**src/psmc_defs.vh**
```
`ifndef PSMC_DEFS_VH
`define PSMC_DEFS_VH

// wishbone register byte offsets
`define PSMC_ADDR_W 8
`define PSMC_OFF_POWER_CONTROL_REG 8'h00
`define PSMC_OFF_STAT 8'h04

// power control register bit positions
`define PSMC_BIT_IDLE_EN 0
`define PSMC_BIT_IDLE_SET 1
`define PSMC_BIT_PD_EN 2
`define PSMC_BIT_PD_SET 3
`define PSMC_BIT_SLOW 4
`define PSMC_POWER_CONTROL_REG_RST 8'h00

// status register bit positions
`define PSMC_ST_SLOW 0
`define PSMC_ST_IDLE 1
`define PSMC_ST_SWPD 2
`define PSMC_ST_HW_POWERDOWN_N 3
`define PSMC_ST_SWEN 4
`define PSMC_ST_WDT 5
`define PSMC_ST_RSTSEQ 6

// slow-down divide ratio and machine cycle length
`define PSMC_SLOW_DIV 3'h7
`define PSMC_MCYC 4'hb
// last machine cycle count of the internal reset sequence, which spans three machine cycles
`define PSMC_RST_MCYC 4'h2

`endif

```
**src/psmc_clkdiv.v**
```verilog
// divider producing clock-enable ticks for slow-down and machine cycles
module psmc_clkdiv (
  input wire clk_i,
  input wire rst_i,
  input wire run_i,
  input wire slow_i,
  output reg tick_o,
  output reg mcyc_o
);
`include "psmc_defs.vh"

  reg [2:0] div_reg;
  reg [3:0] mc_reg;
  wire pre;

  // divide by eight when slowed, otherwise every clock
  assign pre = run_i & (~slow_i | (div_reg == `PSMC_SLOW_DIV));

  // prescale and machine cycle counters
  always @(posedge clk_i) begin
    if (rst_i) begin
      div_reg <= 3'h0;
      mc_reg <= 4'h0;
      tick_o <= 1'b0;
      mcyc_o <= 1'b0;
    end else begin
      div_reg <= run_i ? div_reg + 3'h1 : 3'h0;
      tick_o <= pre;
      mcyc_o <= 1'b0;
      if (pre) begin
        if (mc_reg == `PSMC_MCYC) begin
          mc_reg <= 4'h0;
          mcyc_o <= 1'b1;
        end else begin
          mc_reg <= mc_reg + 4'h1;
        end
      end
    end
  end

endmodule

```
**src/psmc_top.v**
```verilog
module psmc_top (
  input wire clk_i,
  input wire rst_i,
  input wire [7:0] adr_i,
  input wire [31:0] dat_i,
  input wire we_i,
  input wire [3:0] sel_i,
  input wire cyc_i,
  input wire stb_i,
  input wire hw_powerdown_n_i,
  input wire powersave_enable_wdt_autostart_n_i,
  input wire wake_irq_i,
  output reg [31:0] dat_o,
  output reg ack_o,
  output reg cpu_clk_en_o,
  output reg periph_clk_en_o,
  output reg osc_en_o,
  output reg rc_osc_en_o,
  output reg port_oe_o,
  output reg int_reset_o,
  output reg wdt_autostart_o,
  output reg [1:0] mode_o
);
`include "psmc_defs.vh"

  // mode codes
  localparam M_NORMAL = 2'h0;
  localparam M_IDLE = 2'h1;
  localparam M_SWPD = 2'h2;
  localparam M_HW_POWERDOWN_N = 2'h3;

  // hardware power-down sequence states
  localparam H_RUN = 2'h0;
  localparam H_RESET = 2'h1;
  localparam H_DOWN = 2'h2;

  reg [1:0] mode_reg;
  reg [1:0] mode_next;
  reg [1:0] hst_reg;
  reg [1:0] hst_next;
  reg [3:0] rcnt_reg;
  reg [3:0] rcnt_next;
  reg slow_reg;
  reg slow_next;
  reg idle_en_reg;
  reg idle_en_next;
  reg pd_en_reg;
  reg pd_en_next;
  reg wdt_reg;
  reg wdt_next;
  reg hw_powerdown_n_seen_reg;
  reg bus_wr_prev_reg;
  wire sw_blocked;
  wire bus_req;
  wire wr_power_control_reg;
  wire [7:0] wdata;
  wire tick;
  wire mcyc;
  wire running;
  wire [7:0] power_control_reg_view;
  wire [7:0] stat_view;

  // an open pin is seen high by the pad pull-up
  assign sw_blocked = powersave_enable_wdt_autostart_n_i;

  // classic wishbone single access, ack one cycle after strobe
  assign bus_req = cyc_i & stb_i & ~ack_o;
  assign wr_power_control_reg = bus_req & we_i & sel_i[0] & (adr_i == `PSMC_OFF_POWER_CONTROL_REG);
  assign wdata = dat_i[7:0];
  assign running = (hst_reg == H_RUN) & (mode_reg != M_SWPD);

  // the machine cycle timebase follows the slow-down setting
  psmc_clkdiv u_div (
    .clk_i(clk_i),
    .rst_i(rst_i),
    .run_i(running | (hst_reg == H_RESET)),
    .slow_i(slow_reg),
    .tick_o(tick),
    .mcyc_o(mcyc)
  );

  assign power_control_reg_view = {3'h0, slow_reg, 1'b0, pd_en_reg, 1'b0, idle_en_reg};
  assign stat_view = {1'b0, hst_reg == H_RESET, wdt_reg,
                      ~sw_blocked, mode_reg == M_HW_POWERDOWN_N,
                      mode_reg == M_SWPD, mode_reg == M_IDLE, slow_reg};

  // pin sampled once per machine cycle while running, every clock in the reset and down states
  always @(posedge clk_i) begin
    if (rst_i) begin
      hw_powerdown_n_seen_reg <= 1'b0;
    end else if (mcyc | (hst_reg != H_RUN)) begin
      hw_powerdown_n_seen_reg <= ~hw_powerdown_n_i;
    end
  end

  // mode and hardware power-down sequencing
  always @* begin
    mode_next = mode_reg;
    hst_next = hst_reg;
    rcnt_next = rcnt_reg;
    slow_next = slow_reg;
    idle_en_next = 1'b0;
    pd_en_next = 1'b0;
    wdt_next = wdt_reg;
    case (hst_reg)
      H_RUN: begin
        // hardware request wins regardless of enable pin
        if (hw_powerdown_n_seen_reg) begin
          hst_next = H_RESET;
          rcnt_next = 4'h0;
        end else if (mode_reg == M_SWPD) begin
          // only a hardware reset leaves power-down
          mode_next = M_SWPD;
        end else begin
          if (mode_reg == M_IDLE && wake_irq_i) begin
            mode_next = M_NORMAL;
          end
          // enable bits last for one following write only
          if (wr_power_control_reg && !sw_blocked) begin
            slow_next = wdata[`PSMC_BIT_SLOW];
            idle_en_next = wdata[`PSMC_BIT_IDLE_EN] &
                           ~wdata[`PSMC_BIT_IDLE_SET];
            pd_en_next = wdata[`PSMC_BIT_PD_EN] &
                         ~wdata[`PSMC_BIT_PD_SET];
            if (pd_en_reg && wdata[`PSMC_BIT_PD_SET]) begin
              mode_next = M_SWPD;
              slow_next = slow_reg;
            end else if (idle_en_reg && wdata[`PSMC_BIT_IDLE_SET]) begin
              mode_next = M_IDLE;
            end
          end else if (bus_req && !sw_blocked) begin
            // any other access breaks the two-step sequence
            idle_en_next = 1'b0;
            pd_en_next = 1'b0;
          end else if (!bus_req) begin
            idle_en_next = idle_en_reg;
            pd_en_next = pd_en_reg;
          end
        end
      end
      H_RESET: begin
        // full internal reset before oscillators stop
        mode_next = M_NORMAL;
        slow_next = 1'b0;
        wdt_next = 1'b0;
        if (mcyc) begin
          rcnt_next = rcnt_reg + 4'h1;
          if (rcnt_reg == `PSMC_RST_MCYC) begin
            hst_next = H_DOWN;
            mode_next = M_HW_POWERDOWN_N;
          end
        end
      end
      H_DOWN: begin
        // held while low, straight back to run on release without another reset
        if (!hw_powerdown_n_seen_reg) begin
          hst_next = H_RUN;
          mode_next = M_NORMAL;
          wdt_next = sw_blocked;
        end
      end
      default: begin
        hst_next = H_RUN;
        mode_next = M_NORMAL;
      end
    endcase
  end

  // state registers
  always @(posedge clk_i) begin
    if (rst_i) begin
      mode_reg <= M_NORMAL;
      hst_reg <= H_RUN;
      rcnt_reg <= 4'h0;
      slow_reg <= 1'b0;
      idle_en_reg <= 1'b0;
      pd_en_reg <= 1'b0;
      wdt_reg <= 1'b0;
      bus_wr_prev_reg <= 1'b0;
    end else begin
      mode_reg <= mode_next;
      hst_reg <= hst_next;
      rcnt_reg <= rcnt_next;
      slow_reg <= slow_next;
      idle_en_reg <= idle_en_next;
      pd_en_reg <= pd_en_next;
      // watchdog start taken from the pin in the first cycle after reset, again on leaving hardware power-down
      wdt_reg <= bus_wr_prev_reg ? wdt_next : sw_blocked;
      bus_wr_prev_reg <= 1'b1;
    end
  end

  // clock enables, oscillators and pad control
  always @(posedge clk_i) begin
    if (rst_i) begin
      cpu_clk_en_o <= 1'b0;
      periph_clk_en_o <= 1'b0;
      osc_en_o <= 1'b1;
      rc_osc_en_o <= 1'b1;
      port_oe_o <= 1'b1;
      int_reset_o <= 1'b1;
      wdt_autostart_o <= 1'b0;
      mode_o <= M_NORMAL;
    end else begin
      cpu_clk_en_o <= tick & (mode_next == M_NORMAL) &
                      (hst_next == H_RUN);
      periph_clk_en_o <= tick & (mode_next != M_SWPD) &
                         (hst_next == H_RUN);
      osc_en_o <= (mode_next != M_SWPD) & (hst_next != H_DOWN);
      rc_osc_en_o <= (mode_next != M_SWPD) &
                     (hst_next != H_DOWN);
      port_oe_o <= (hst_next != H_DOWN);
      int_reset_o <= (hst_next != H_RUN);
      wdt_autostart_o <= wdt_reg;
      mode_o <= mode_next;
    end
  end

  // wishbone read data and ack
  always @(posedge clk_i) begin
    if (rst_i) begin
      ack_o <= 1'b0;
      dat_o <= 32'h00000000;
    end else begin
      ack_o <= bus_req;
      if (bus_req && !we_i) begin
        case (adr_i)
          `PSMC_OFF_POWER_CONTROL_REG: dat_o <= {24'h000000, power_control_reg_view};
          `PSMC_OFF_STAT: dat_o <= {24'h000000, stat_view};
          default: dat_o <= 32'h00000000;
        endcase
      end
    end
  end

endmodule

```
**config.mk**
```make
export PLATFORM = sky130hd
export DESIGN_NAME = psmc_top
export DESIGN_NICKNAME = d
export VERILOG_FILES = /design/src/psmc_clkdiv.v /design/src/psmc_top.v
export VERILOG_INCLUDE_DIRS = /design/src
export SDC_FILE = /design/constraint.sdc
export NUM_CORES = 1
export LEC_CHECK = 0
export BUFFER_PORTS_ARGS = -buffer_cell sky130_fd_sc_hd__buf_2
export CAP_MARGIN = 15
export CORE_UTILIZATION = 41
export CTS_CLUSTER_DIAMETER = 50
export CTS_CLUSTER_SIZE = 14
export DETAILED_ROUTE_END_ITERATION = 10
export PLACE_DENSITY = 0.85
export SLEW_MARGIN = 10
export SYNTH_ARGS = -nofsm -noshare
export SYNTH_HDL_FRONTEND = slang
export SYNTH_HIERARCHICAL = 1
export SYNTH_SLANG_ARGS = --single-unit
```
**constraint.sdc**
```tcl
create_clock -name clk_i -period 1.8 [get_ports clk_i]
set_input_delay 0.09 -clock clk_i [delete_from_list [all_inputs] [get_ports clk_i]]
set_output_delay 0.09 -clock clk_i [all_outputs]
set_load 0.05 [all_outputs]
```
Word level (Yosys, flattened, before mapping)
Cells that the tools add are included.

storage, ports and cells
  flip-flop bits (word level) = 62
  bits of input ports = 52
  output and inout port bits = 42
  word-level logic and storage cells = 126

cells by class
  add/subtract/negate cells = 3
  eq/ne operators = 20
  muxes and demuxes = 34
  bitwise gates (word level) = 26
  reductions and logical operators = 22

operators with widths
  kind                                                                    count
  2-bit two-way mux                                                       13
  1-bit AND                                                               14
  2-bit != test (second input constant)                                   7
  7-bit case mux with 2 select lines                                      1
  1-bit two-way mux                                                       12
  4-bit two-way mux                                                       3
  2-bit case mux with 3 select lines                                      2
  1-bit NOT                                                               9
  4-bit by 1-bit adder with 4-bit output (second input constant)          2
  8-bit by 3-bit equality test with 1-bit output (second input constant)  1
  8-bit zero test                                                         1
  4-bit case mux with 2 select lines                                      1
  2-bit equality test (second input constant)                             3
  1-bit logical AND                                                       6
  2-bit zero test                                                         3
  2-bit nonzero test                                                      3
  5-bit AND reduction                                                     1
  2-bit by 1-bit equality test with 1-bit output (second input constant)  2
  4-bit by 2-bit equality test with 1-bit output (second input constant)  1
  4-bit equality test (second input constant)                             1
  2-bit by 1-bit != test with 1-bit output (second input constant)        2
  1-bit case mux with 2 select lines                                      2
  2-bit OR reduction                                                      2
  4-bit OR reduction                                                      1
  other kinds (9)                                                         12

Depth between registers and ports, before layout
Gate-level depths: netlist of the first run.

  depth after elaboration = 13
  mapped depth = 7
  mapped depth without buffers = 7

Hierarchy
Netlist of the first run, hierarchy kept.

modules (own cells, without submodules)
  module       instances  cells each  area each (µm²)  seq. area each (µm²)
  psmc_top     1          172         1493.9           560.5
  psmc_clkdiv  1          41          380.4            180.2

Least setup slack after synthesis of the first run
No wires, ideal clock.

  path type = register to register
  start = register mode_o[0] (netlist name)
  end = register u_div.mc_reg[3]
  library setup time = 74 ps
  arrival time = 1995 ps
  required time = 1726 ps
  setup slack = -269 ps
  cell stages (with the launch flop) = 6
  path buffers = 0
  clock period less this slack = 2069 ps
  path through = dfxtp_1 -> nor2b_1 -> a21oi_1 -> inv_2 -> or4_1 -> a31oi_1

RTL lines
  what                  RTL line          RTL
  end signal, assigned  psmc_clkdiv.v:35  mc_reg <= mc_reg + 4'h1;
  end, declared         psmc_clkdiv.v:13  reg [3:0] mc_reg;

Final worst setup path of the first run
  start = register ack_o
  end = register cpu_clk_en_o

between the ends
  longest elaborated chain between the ends = 13

ends and longest elaborated chain
  what                                RTL line        RTL
  start, declared                     psmc_top.v:14   output reg ack_o,
  start signal, assigned              psmc_top.v:225  ack_o <= bus_req;
  1-bit NOT                           psmc_top.v:67   assign bus_req = cyc_i & stb_i & ~ack_o;
  1-bit AND                           psmc_top.v:67
  1-bit AND (3 in a row)              psmc_top.v:68   assign wr_power_control_reg = bus_req & we_i & sel_i[0] & (adr_i == `PSMC_OFF_POWER_CONTROL_REG);
  1-bit logical AND                   psmc_top.v:119  if (wr_power_control_reg && !sw_blocked) begin
  2-bit two-way mux                   psmc_top.v:119
  2-bit two-way mux                   psmc_top.v:111  end else if (mode_reg == M_SWPD) begin
  2-bit two-way mux                   psmc_top.v:108  if (hw_powerdown_n_seen_reg) begin
  2-bit case mux with 3 select lines  psmc_top.v:105  case (hst_reg)
  2-bit zero test                     psmc_top.v:205  cpu_clk_en_o <= tick & (mode_next == M_NORMAL) &
  1-bit AND (2 in a row)              psmc_top.v:205
  end signal, assigned                psmc_top.v:205
  end, declared                       psmc_top.v:15   output reg cpu_clk_en_o,

No other way between the ends.
A chain may end at the register's enable or synchronous reset.

==> results of run 1 <==
-- Yosys cell counts, drive strengths merged (3+ instances only) --
cell type / count
nor2b: 3
nand4: 3
nor3: 9
nor2: 19
nand2b: 3
inv: 12
ha: 5
clkbuf: 4
dfxtp: 37
a22oi: 5
a21oi: 14
a211oi: 3
nand3: 6
buf: 30
nand2: 13
a32oi: 4
a31oi: 4
nor4: 6
-- cell families (layout without fill, tap and decap cells) --
| logic type | Yosys count | after routing |
|---|---|---|
| DFF | 37 | 37 |
| buffers and inverters | 46 | 68 |
| other | 1 | 25 |
| AOI/OAI and AO/OA | 43 | 43 |
| adders and majority gates | 5 | 5 |
| muxes | 1 | 1 |
| and+or+nand+nor | 78 | 78 |
| xor gates and xnor gates | 2 | 2 |
-- through the flow --
| stage | hold slack [ps] | power [µW] | utilization [%] | worst slack, ps |
|---|---|---|---|---|
| 2_1_floorplan | 174.8 | 1158 | - | 63.91 |
| 3_3_place_gp | 367.2 | 1181 | 47.15 | 144.9 |
| 3_5_place_dp | 366.3 | 1188 | 47.15 | 117.0 |
| 4_1_cts | 55.20 | 1745 | 49.03 | 71.55 |
| 5_1_grt | 81.52 | 1813 | 49.37 | 7.796 |
| 6_report | 60.53 | 1732 | 49.37 | 118.0 |
-- power breakdown --
group | switching, µW | internal, µW | total, µW
clock network | 290 | 268 | 558
registers | 15.7 | 848 | 864
logic | 236 | 73.5 | 310
-- layer usage --
metal / vias to the layer above / global-route usage, %
li1: 794 / -
met3: 8 / 4.651
met4: 0 / 7.111
met1: 775 / 19.85
met5: - / 0
met2: 70 / 30.42
-- how the worst max path moves through the flow --
stage                            start              end  cells past startpoint
3_5_place_dp                 mode_o[0]     cpu_clk_en_o                      5
6_report                         ack_o     cpu_clk_en_o                      5
3_3_place_gp                 mode_o[0]  periph_clk_en_o                      5
2_1_floorplan                mode_o[0]  u_div/mc_reg[3]                      5
4_1_cts                      mode_o[0]     cpu_clk_en_o                      5
5_1_grt        hw_powerdown_n_seen_reg     cpu_clk_en_o                      5
-- cell usage in the layout (no fill, tap or decap), drive strengths merged, types with 6 or more instances in the layout --
cell type	instances
a21oi	14
nor3	9
nor4	6
nand3	6
clkbuf	6
nand2	13
inv	12
nor2	19
buf	48
conb	25
dfxtp	37
-- area by class of cell --
| cell class | instances | area share (%) |
|---|---|---|
| well taps | 52 | 3.006 |
| clock buffers | 6 | 3.353 |
| inverters | 12 | 2.081 |
| multi-input cells | 154 | 44.45 |
| repair buffers | 48 | 12.25 |
| clock inverters | 2 | 0.4624 |
| flip-flops and latches | 37 | 34.39 |
-- worst min-delay path, delay by kind of cell --
family	cells	cell delay [ps]
compound gates	1	50
simple gates	1	90
buf+inv	1	80
-- timing repair --
item	4_1_cts	5_1_grt
hold buffers	0	0
buffers inserted	0	0
hold endpoints to repair	0	0
setup endpoints to repair	0	2
resized for setup	0	2
==> results.md, run 1 <==
GRT:
- For this run, the total global-route usage over all layers was measured as 17.34%.
- The total overflow left after global routing is 0.
- The maximum number of pins on one net before global-route repair is 23.
- The initial antenna violation count is 0.
- The number of global-route vias before repair came to 1499.
- The global-route wire length before repair is 6665 µm.

Clock network:
- TritonCTS built the clock tree.
- The tree is rooted in a sky130_fd_sc_hd__clkbuf_8.
- The number of sinks handled by clock tree synthesis is 37.
- The clock insertion delay at the later pin of the skew report is 290 ps.
- The H-tree was split into 2 levels.
- The register clock-pin slew on the reported worst setup and hold paths is 70 ps.
- The clock passes through at most 2 buffers.
- TritonCTS created 5 clock buffers.

Yosys:
- The fraction of the yosys area taken by sequential cells is 39.52%.
- Of the post-synthesis cell area, the part taken by muxes is 0.5340%.
- Yosys attributes the largest share of cell area to sky130_fd_sc_hd__dfxtp_1, sky130_fd_sc_hd__buf_4, sky130_fd_sc_hd__nor2_1, sky130_fd_sc_hd__a21oi_1, sky130_fd_sc_hd__ha_1.
- The biggest area consumer among synthesized cells is sky130_fd_sc_hd__dfxtp_1.
- The synthesized netlist occupies a cell area of 1874 µm².
- Dividing the synthesized area by the synthesized cell count gives 8.800 µm².
- The share of synthesized cell area in full adder, half adder and majority cells is 3.338%.
- The combinational family with the most area after synthesis is simple AND/OR/NAND/NOR gates.
- The area fraction in and, or, nand and nor cells after synthesis is 24.57%.
- The post-synthesis sequential element count is 37.
- The number of warnings issued by yosys is 6.
- Summing the areas of all compound-gate instances in the mapped netlist gives 15.95% of the synthesized area.
- Counting flops with a built-in enable in the synthesized netlist gives 0.
- The fraction of registers with async set or reset after synthesis is 0%.
- The portion of synthesized cell area occupied by the leading cell type is 39.52%.
- The parity-gate share of the synthesized area counting xor and xnor cells is 0.9346%.
- The number of distinct standard cells referenced by the synthesized netlist is 48.
- The number of instances in the synthesized netlist is 213.
- Among all flip-flop cells after synthesis, the most frequent one is sky130_fd_sc_hd__dfxtp_1.

Route:
- The met2 wire length is 2095 µm.
- The via density per instance is 5.296.
- The total wirelength of the detailed-routed design is 4080 µm.
- Once detail routing completed, the nets flagged for antenna violations numbered 0.
- The total DRC errors in the routed layout is 0.
- The detail-routed net length per standard cell is 13.12 µm.
- After detailed routing, the met3 layer carries 261 µm of wire.
- After detailed routing, the wire length on met1 is 1684 µm.
- The total iterations of the first detailed-routing run is 4.
- The routed layout has 1647 vias.
- The uppermost signal routing layer after detailed routing is met4.
- The detailed router's first-iteration violation count is 90.

Timing:
- The number of setup violations in the final report is 0.
- The number of pins with negative max-slew slack in the final report was 0.
- The final hold violation count is 0.
- Setup repair after global routing left no endpoint under its margin.
- The final critical path takes up 93.44% of the cycle.
- Derived from the worst setup path, the maximum achievable clock frequency is 0.5945 GHz.
- Summed over all failing endpoints, the final setup total negative slack is 0 ps.
- The minimum period implied by the final worst setup slack is 1682 ps.
- The clock tree skew after final layout is 2.998 ps.

Worst setup path:
- The worst setup path is launched from a flip-flop.
- The launch instance of the worst register-to-register path is ack_o.
- The kind of critical path is flip-flop to flip-flop.
- The number of buffers and inverters on the critical path is 0.
- The worst endpoint required time is 2030 ps.
- The critical path endpoint category is a flip-flop.
- Of all nets on the critical path, the largest fanout is 4.
- On the critical path the largest part of the delay comes from simple AND/OR/NAND/NOR gates.
- The data arrival time of the critical path is 1910 ps.
- Measured in cells, the most critical reg-to-reg path has a length of 5.
- The slowest stage of the critical path is the sky130_fd_sc_hd__a221oi_2 cell.
- The register-to-register setup slack is 120 ps.
- The signal on the critical path passes through and3b_1, and4_4, a32o_2, a221oi_2, and4bb_1.
- The capturing point of the worst reg2reg path is cpu_clk_en_o.
- For this run, the slowest stage of the critical path takes 370 ps.

Placement:
- The half-perimeter wire length of the detailed placement result is 3080 µm.
- In this run the cell area measured after placement is 2067 µm².
- The congestion estimate from routability-driven global placement came to 0.8651.
- The number of cells in the design after placement is 303.
- Buffers placed on the I/O ports in this run total 38.

Run:
- The max-cap check violation count is 0.

Floorplanning:
- The standard-cell row count is 24.
- In this run the horizontal extent of the chip is 69.61 µm.
- 94 I/O pins were placed.
- The starting utilization of the core area is 42.75%.
- The area of the die is 4846 µm².
- The die is 69.61 µm tall.
- The core region is 4384 µm².

Cells and area:
- The register with the most flip-flops in the layout has 7 of them.
- The net count of the finished layout is 315.
- The count of fill cells added during filler insertion is 411.
- In the final layout, the share of cells above drive strength 1 is 27.03%.
- The number of antenna diodes is 0.
- Relative to the synthesized area, the layout overhead comes to 15.49%.
- In the final layout, the multi-input gates occupy 962.2 µm².
- Leaving out filler cells and counting taps, the final layout contains 311.
- The final design instance area without fill is 2165 µm².
- The sequential cell area is 744.5 µm².

Pwr:
- The analysis attributes to cell leakage a power of 0.0009432 µW.
- The power density over the cells is 800.0 nW/µm².
- The worst voltage drop across the vdd grid is 0.4352 mV.

Hold path:
- The worst hold path was traced through 3 stages.
- The startpoint of the tightest hold check path is hw_powerdown_n_i.
- The worst min-delay path class is input port to flip-flop.
- The path with the worst hold slack has its endpoint at hw_powerdown_n_seen_reg.

Status:
- The run finished with clean final reports.
Power figures use the tool's default switching activity.
==> inputs of run 2 (changes only) <==
--- a/config.mk
+++ b/config.mk
@@ -8,13 +8,14 @@
 export LEC_CHECK = 0
 export BUFFER_PORTS_ARGS = -buffer_cell sky130_fd_sc_hd__buf_2
 export CAP_MARGIN = 15
-export CORE_UTILIZATION = 41
+export CORE_UTILIZATION = 35
 export CTS_CLUSTER_DIAMETER = 50
 export CTS_CLUSTER_SIZE = 14
 export DETAILED_ROUTE_END_ITERATION = 10
-export PLACE_DENSITY = 0.85
+export PLACE_DENSITY = 0.75
 export SLEW_MARGIN = 10
 export SYNTH_ARGS = -nofsm -noshare
 export SYNTH_HDL_FRONTEND = slang
 export SYNTH_HIERARCHICAL = 1
 export SYNTH_SLANG_ARGS = --single-unit
+export TNS_END_PERCENT = 5
==> results.md, run 2 (synthesis gave the netlist of run 1 again) <==
Status:
- The run finished with clean final reports.

Clock network:
- The number of buffers inserted by post-CTS setup repair came to 0 (unchanged).
- The number of CTS-inserted buffers is 5 (unchanged).
- The clock insertion delay at the later pin of the skew report is 290 ps (about the same).
- The clock tree buffer depth was 2 (unchanged).
- The number of sinks handled by clock tree synthesis came to 37 (unchanged).
- TritonCTS built the clock tree.
- The register clock-pin slew on the reported worst setup and hold paths is 70 ps (about the same).
- The maximum level of the CTS H-tree came to 2 (unchanged).
- The clock root buffer master is sky130_fd_sc_hd__clkbuf_8.

Worst setup path:
- The worst endpoint required time is 1970 ps (-60 ps).
- STA classifies the critical path endpoint as a flip-flop.
- The biggest fanout along the worst timing path is 5 (+1).
- Traced cell by cell, the critical path runs through nor4bb_1, nand4_1, a2111oi_2, mux2i_1, nor3_2.
- The startpoint type of the worst setup path is a flip-flop.
- The data arrival time of the critical path came to 1860 ps (-50 ps).
- The number of cell instances on the worst register-to-register path was 5 (unchanged).
- The kind of critical path is flip-flop to flip-flop.
- The stage delay of the slowest cell on the critical path is 390 ps (+20 ps).
- The cell with the largest stage delay on the worst path is sky130_fd_sc_hd__a2111oi_2.

Cells and area:
- The number of antenna diodes came to 0 (unchanged).
- The most frequent standard cell in the layout excluding fill and tap cells is sky130_fd_sc_hd__buf_2.
- The post-layout net count is 315 (unchanged).
- From synthesis to final layout, the design area changed by 15.95%.
- The fraction of layout cells with a size suffix above 1 is 27.03% (unchanged).
- The number of flip-flops under the largest register name is 7 (unchanged).
- The final standard cell count with taps included and fillers excluded is 329 (+5.8%).
- The area of combinational cells with multiple inputs is 947.2 µm² (-1.6%).
- In the layout the commonest cells are sky130_fd_sc_hd__buf_2, sky130_fd_sc_hd__dfxtp_1, sky130_fd_sc_hd__conb_1, sky130_fd_sc_hd__nor2_1.
- The count of fill cells added during filler insertion is 518 (+26%).
- The sequential cell area is 745.7 µm² (+0.17%).

Pwr:
- The sequential share of power came to 50.3% (+0.4 points).
- The worst voltage drop across the vdd grid is 0.4354 mV (about the same).
- The leakage power total is 0.0009441 µW (about the same).
- The part of the total power dissipated in the clock network was 32.1% (about the same).
- The power density over the cells was 791.1 nW/µm² (-1.1%).
- The net switching power is 532.5 µW (-1.7%).
- The internal power is 1187 µW (-0.27%).
- The switching portion of total power was 30.97% (-0.31 points).
- The share of total power in combinational logic is 17.6% (-0.3 points).

GRT:
- The global routing usage summed across all routing layers is 15.19% (-2.2 points).
- The initial antenna violation count came to 0 (unchanged).
- The global-route congestion overflow total is 0 (unchanged).
- The global-route wire length before repair is 6361 µm (-4.6%).
- The maximum number of pins on one net before global-route repair is 20 (-13%).
- The number of global-route vias before repair is 1413 (-5.7%).

Timing:
- The maximum achievable frequency is 0.5939 GHz (-0.10%).
- The number of setup violations in the final report is 0 (unchanged).
- The share of the clock period used by the worst path is 93.54% (+0.095 points).
- The total negative setup slack is 0 ps (unchanged).
- The final hold violation count came to 0 (unchanged).
- The number of pins with negative max-slew slack in the final report is 0 (unchanged).
- The clock tree skew after final layout is 4.304 ps (+1.306 ps).
- The minimum period implied by the final worst setup slack is 1684 ps (+1.710 ps).
- Setup repair after global routing left no endpoint under its margin.
- The post-layout worst setup margin came to 116.3 ps (-1.710 ps).

Floorplanning:
- The standard-cell row count is 26 (+8.3%).
- The width of the die was 75.18 µm (+8.0%).
- The floorplan die height is 75.18 µm (+8.0%).
- The area of the die is 5652 µm² (+17%).
- The I/O pin count is 94 (unchanged).
- The core area was 5140 µm² (+17%).
- The starting utilization of the core area is 36.47% (-6.3 points).

Route:
- The via density per instance was 4.775 (-9.8%).
- The detail-routed net length per standard cell is 11.88 µm (-9.5%).
- The total iterations of the first detailed-routing run is 4 (unchanged).
- The count of vias placed by the detailed router is 1571 (-4.6%).
- The total wirelength of the detailed-routed design is 3908 µm (-4.2%).
- The total DRC errors in the routed layout was 0 (unchanged).
- The detailed router's first-iteration violation count is 89 (-1.1%).
- The count of antenna-violating nets left after detailed routing is 0 (unchanged).

Placement:
- The final weighted congestion in routability-driven placement is 0.8145 (-5.8%).
- The number of buffers added on ports came to 38 (unchanged).
- The number of cells in the design after placement came to 321 (+5.9%).
- The post-placement worst setup slack is 125.8 ps (+8.764 ps).
- The half-perimeter wire length of the detailed placement result is 2985 µm (-3.1%).

Hold path:
- The depth of the worst hold-timing path is 3 (unchanged).
- In this run the worst hold path is classified as input port to flip-flop.

Run:
- The max-cap check violation count is 0 (unchanged).
run 2: cell counts in the layout (fill, tap and decap cells not counted):
Identical to the previous run, type by type.
run 2: path summary, 6_finish.rpt:
kind,slack [ps],to,from
worst max-delay path,120,slow_reg,hw_powerdown_n_seen_reg
worst min-delay path,70,hw_powerdown_n_seen_reg,hw_powerdown_n_i
worst max register to register,120,slow_reg,hw_powerdown_n_seen_reg
worst min register to register,430,u_div/div_reg[0],u_div/div_reg[0]
run 2: cell type report:
class / instances / area share (%)
Clock inverter: 2 / 0.4606
Timing Repair Buffer: 48 / 12.20
Inverter: 12 / 2.073
Clock buffer: 6 / 3.339
Tap cell: 70 / 4.030
Multi-Input combinational cell: 154 / 43.58
Sequential cell: 37 / 34.31
run 2: power by group through the flow:
stage          clock network [µW]  logic, µW  registers [µW]
2_1_floorplan                   0        241             917
3_3_place_gp                    0        298             882
3_5_place_dp                    0        302             883
4_1_cts                       568        302             864
5_1_grt                       599        327             867
6_report                      553        303             864
run 2: metal layers:
metal	vias up	track usage, %	part of all wire (%)
li1	798	-	-
met1	710	18.85	42
met2	55	24.52	50
met3	8	2.811	6.4
met4	0	9.259	2.2
met5	-	0	0
run 2: through the flow:
step	hold WS, ps	util [%]	total power (µW)	instance area (µm²)
floorplan	174.8	-	1158	1972
global placement	372.5	40.65	1180	2090
detailed placement	370.5	40.65	1185	2090
CTS	66.12	42.26	1735	2172
global route	77.50	42.28	1792	2173
finish	70.51	42.28	1719	2173
run 2: repair_timing:
item / 4_1_cts / 5_1_grt
setup endpoints to repair: 0 / 1
hold buffers: 0 / 0
endpoints found under the hold margin: 0 / 0
resized for setup: 0 / 1
run 2: worst max-delay path: cells and delay by family (launching register included):
| kind | cells | cell delay, ps |
|---|---|---|
| AO/OA/AOI/OAI | 1 | 390 |
| flip-flops | 1 | 360 |
| multiplexers | 1 | 260 |
| AND/OR/NAND/NOR | 3 | 560 |
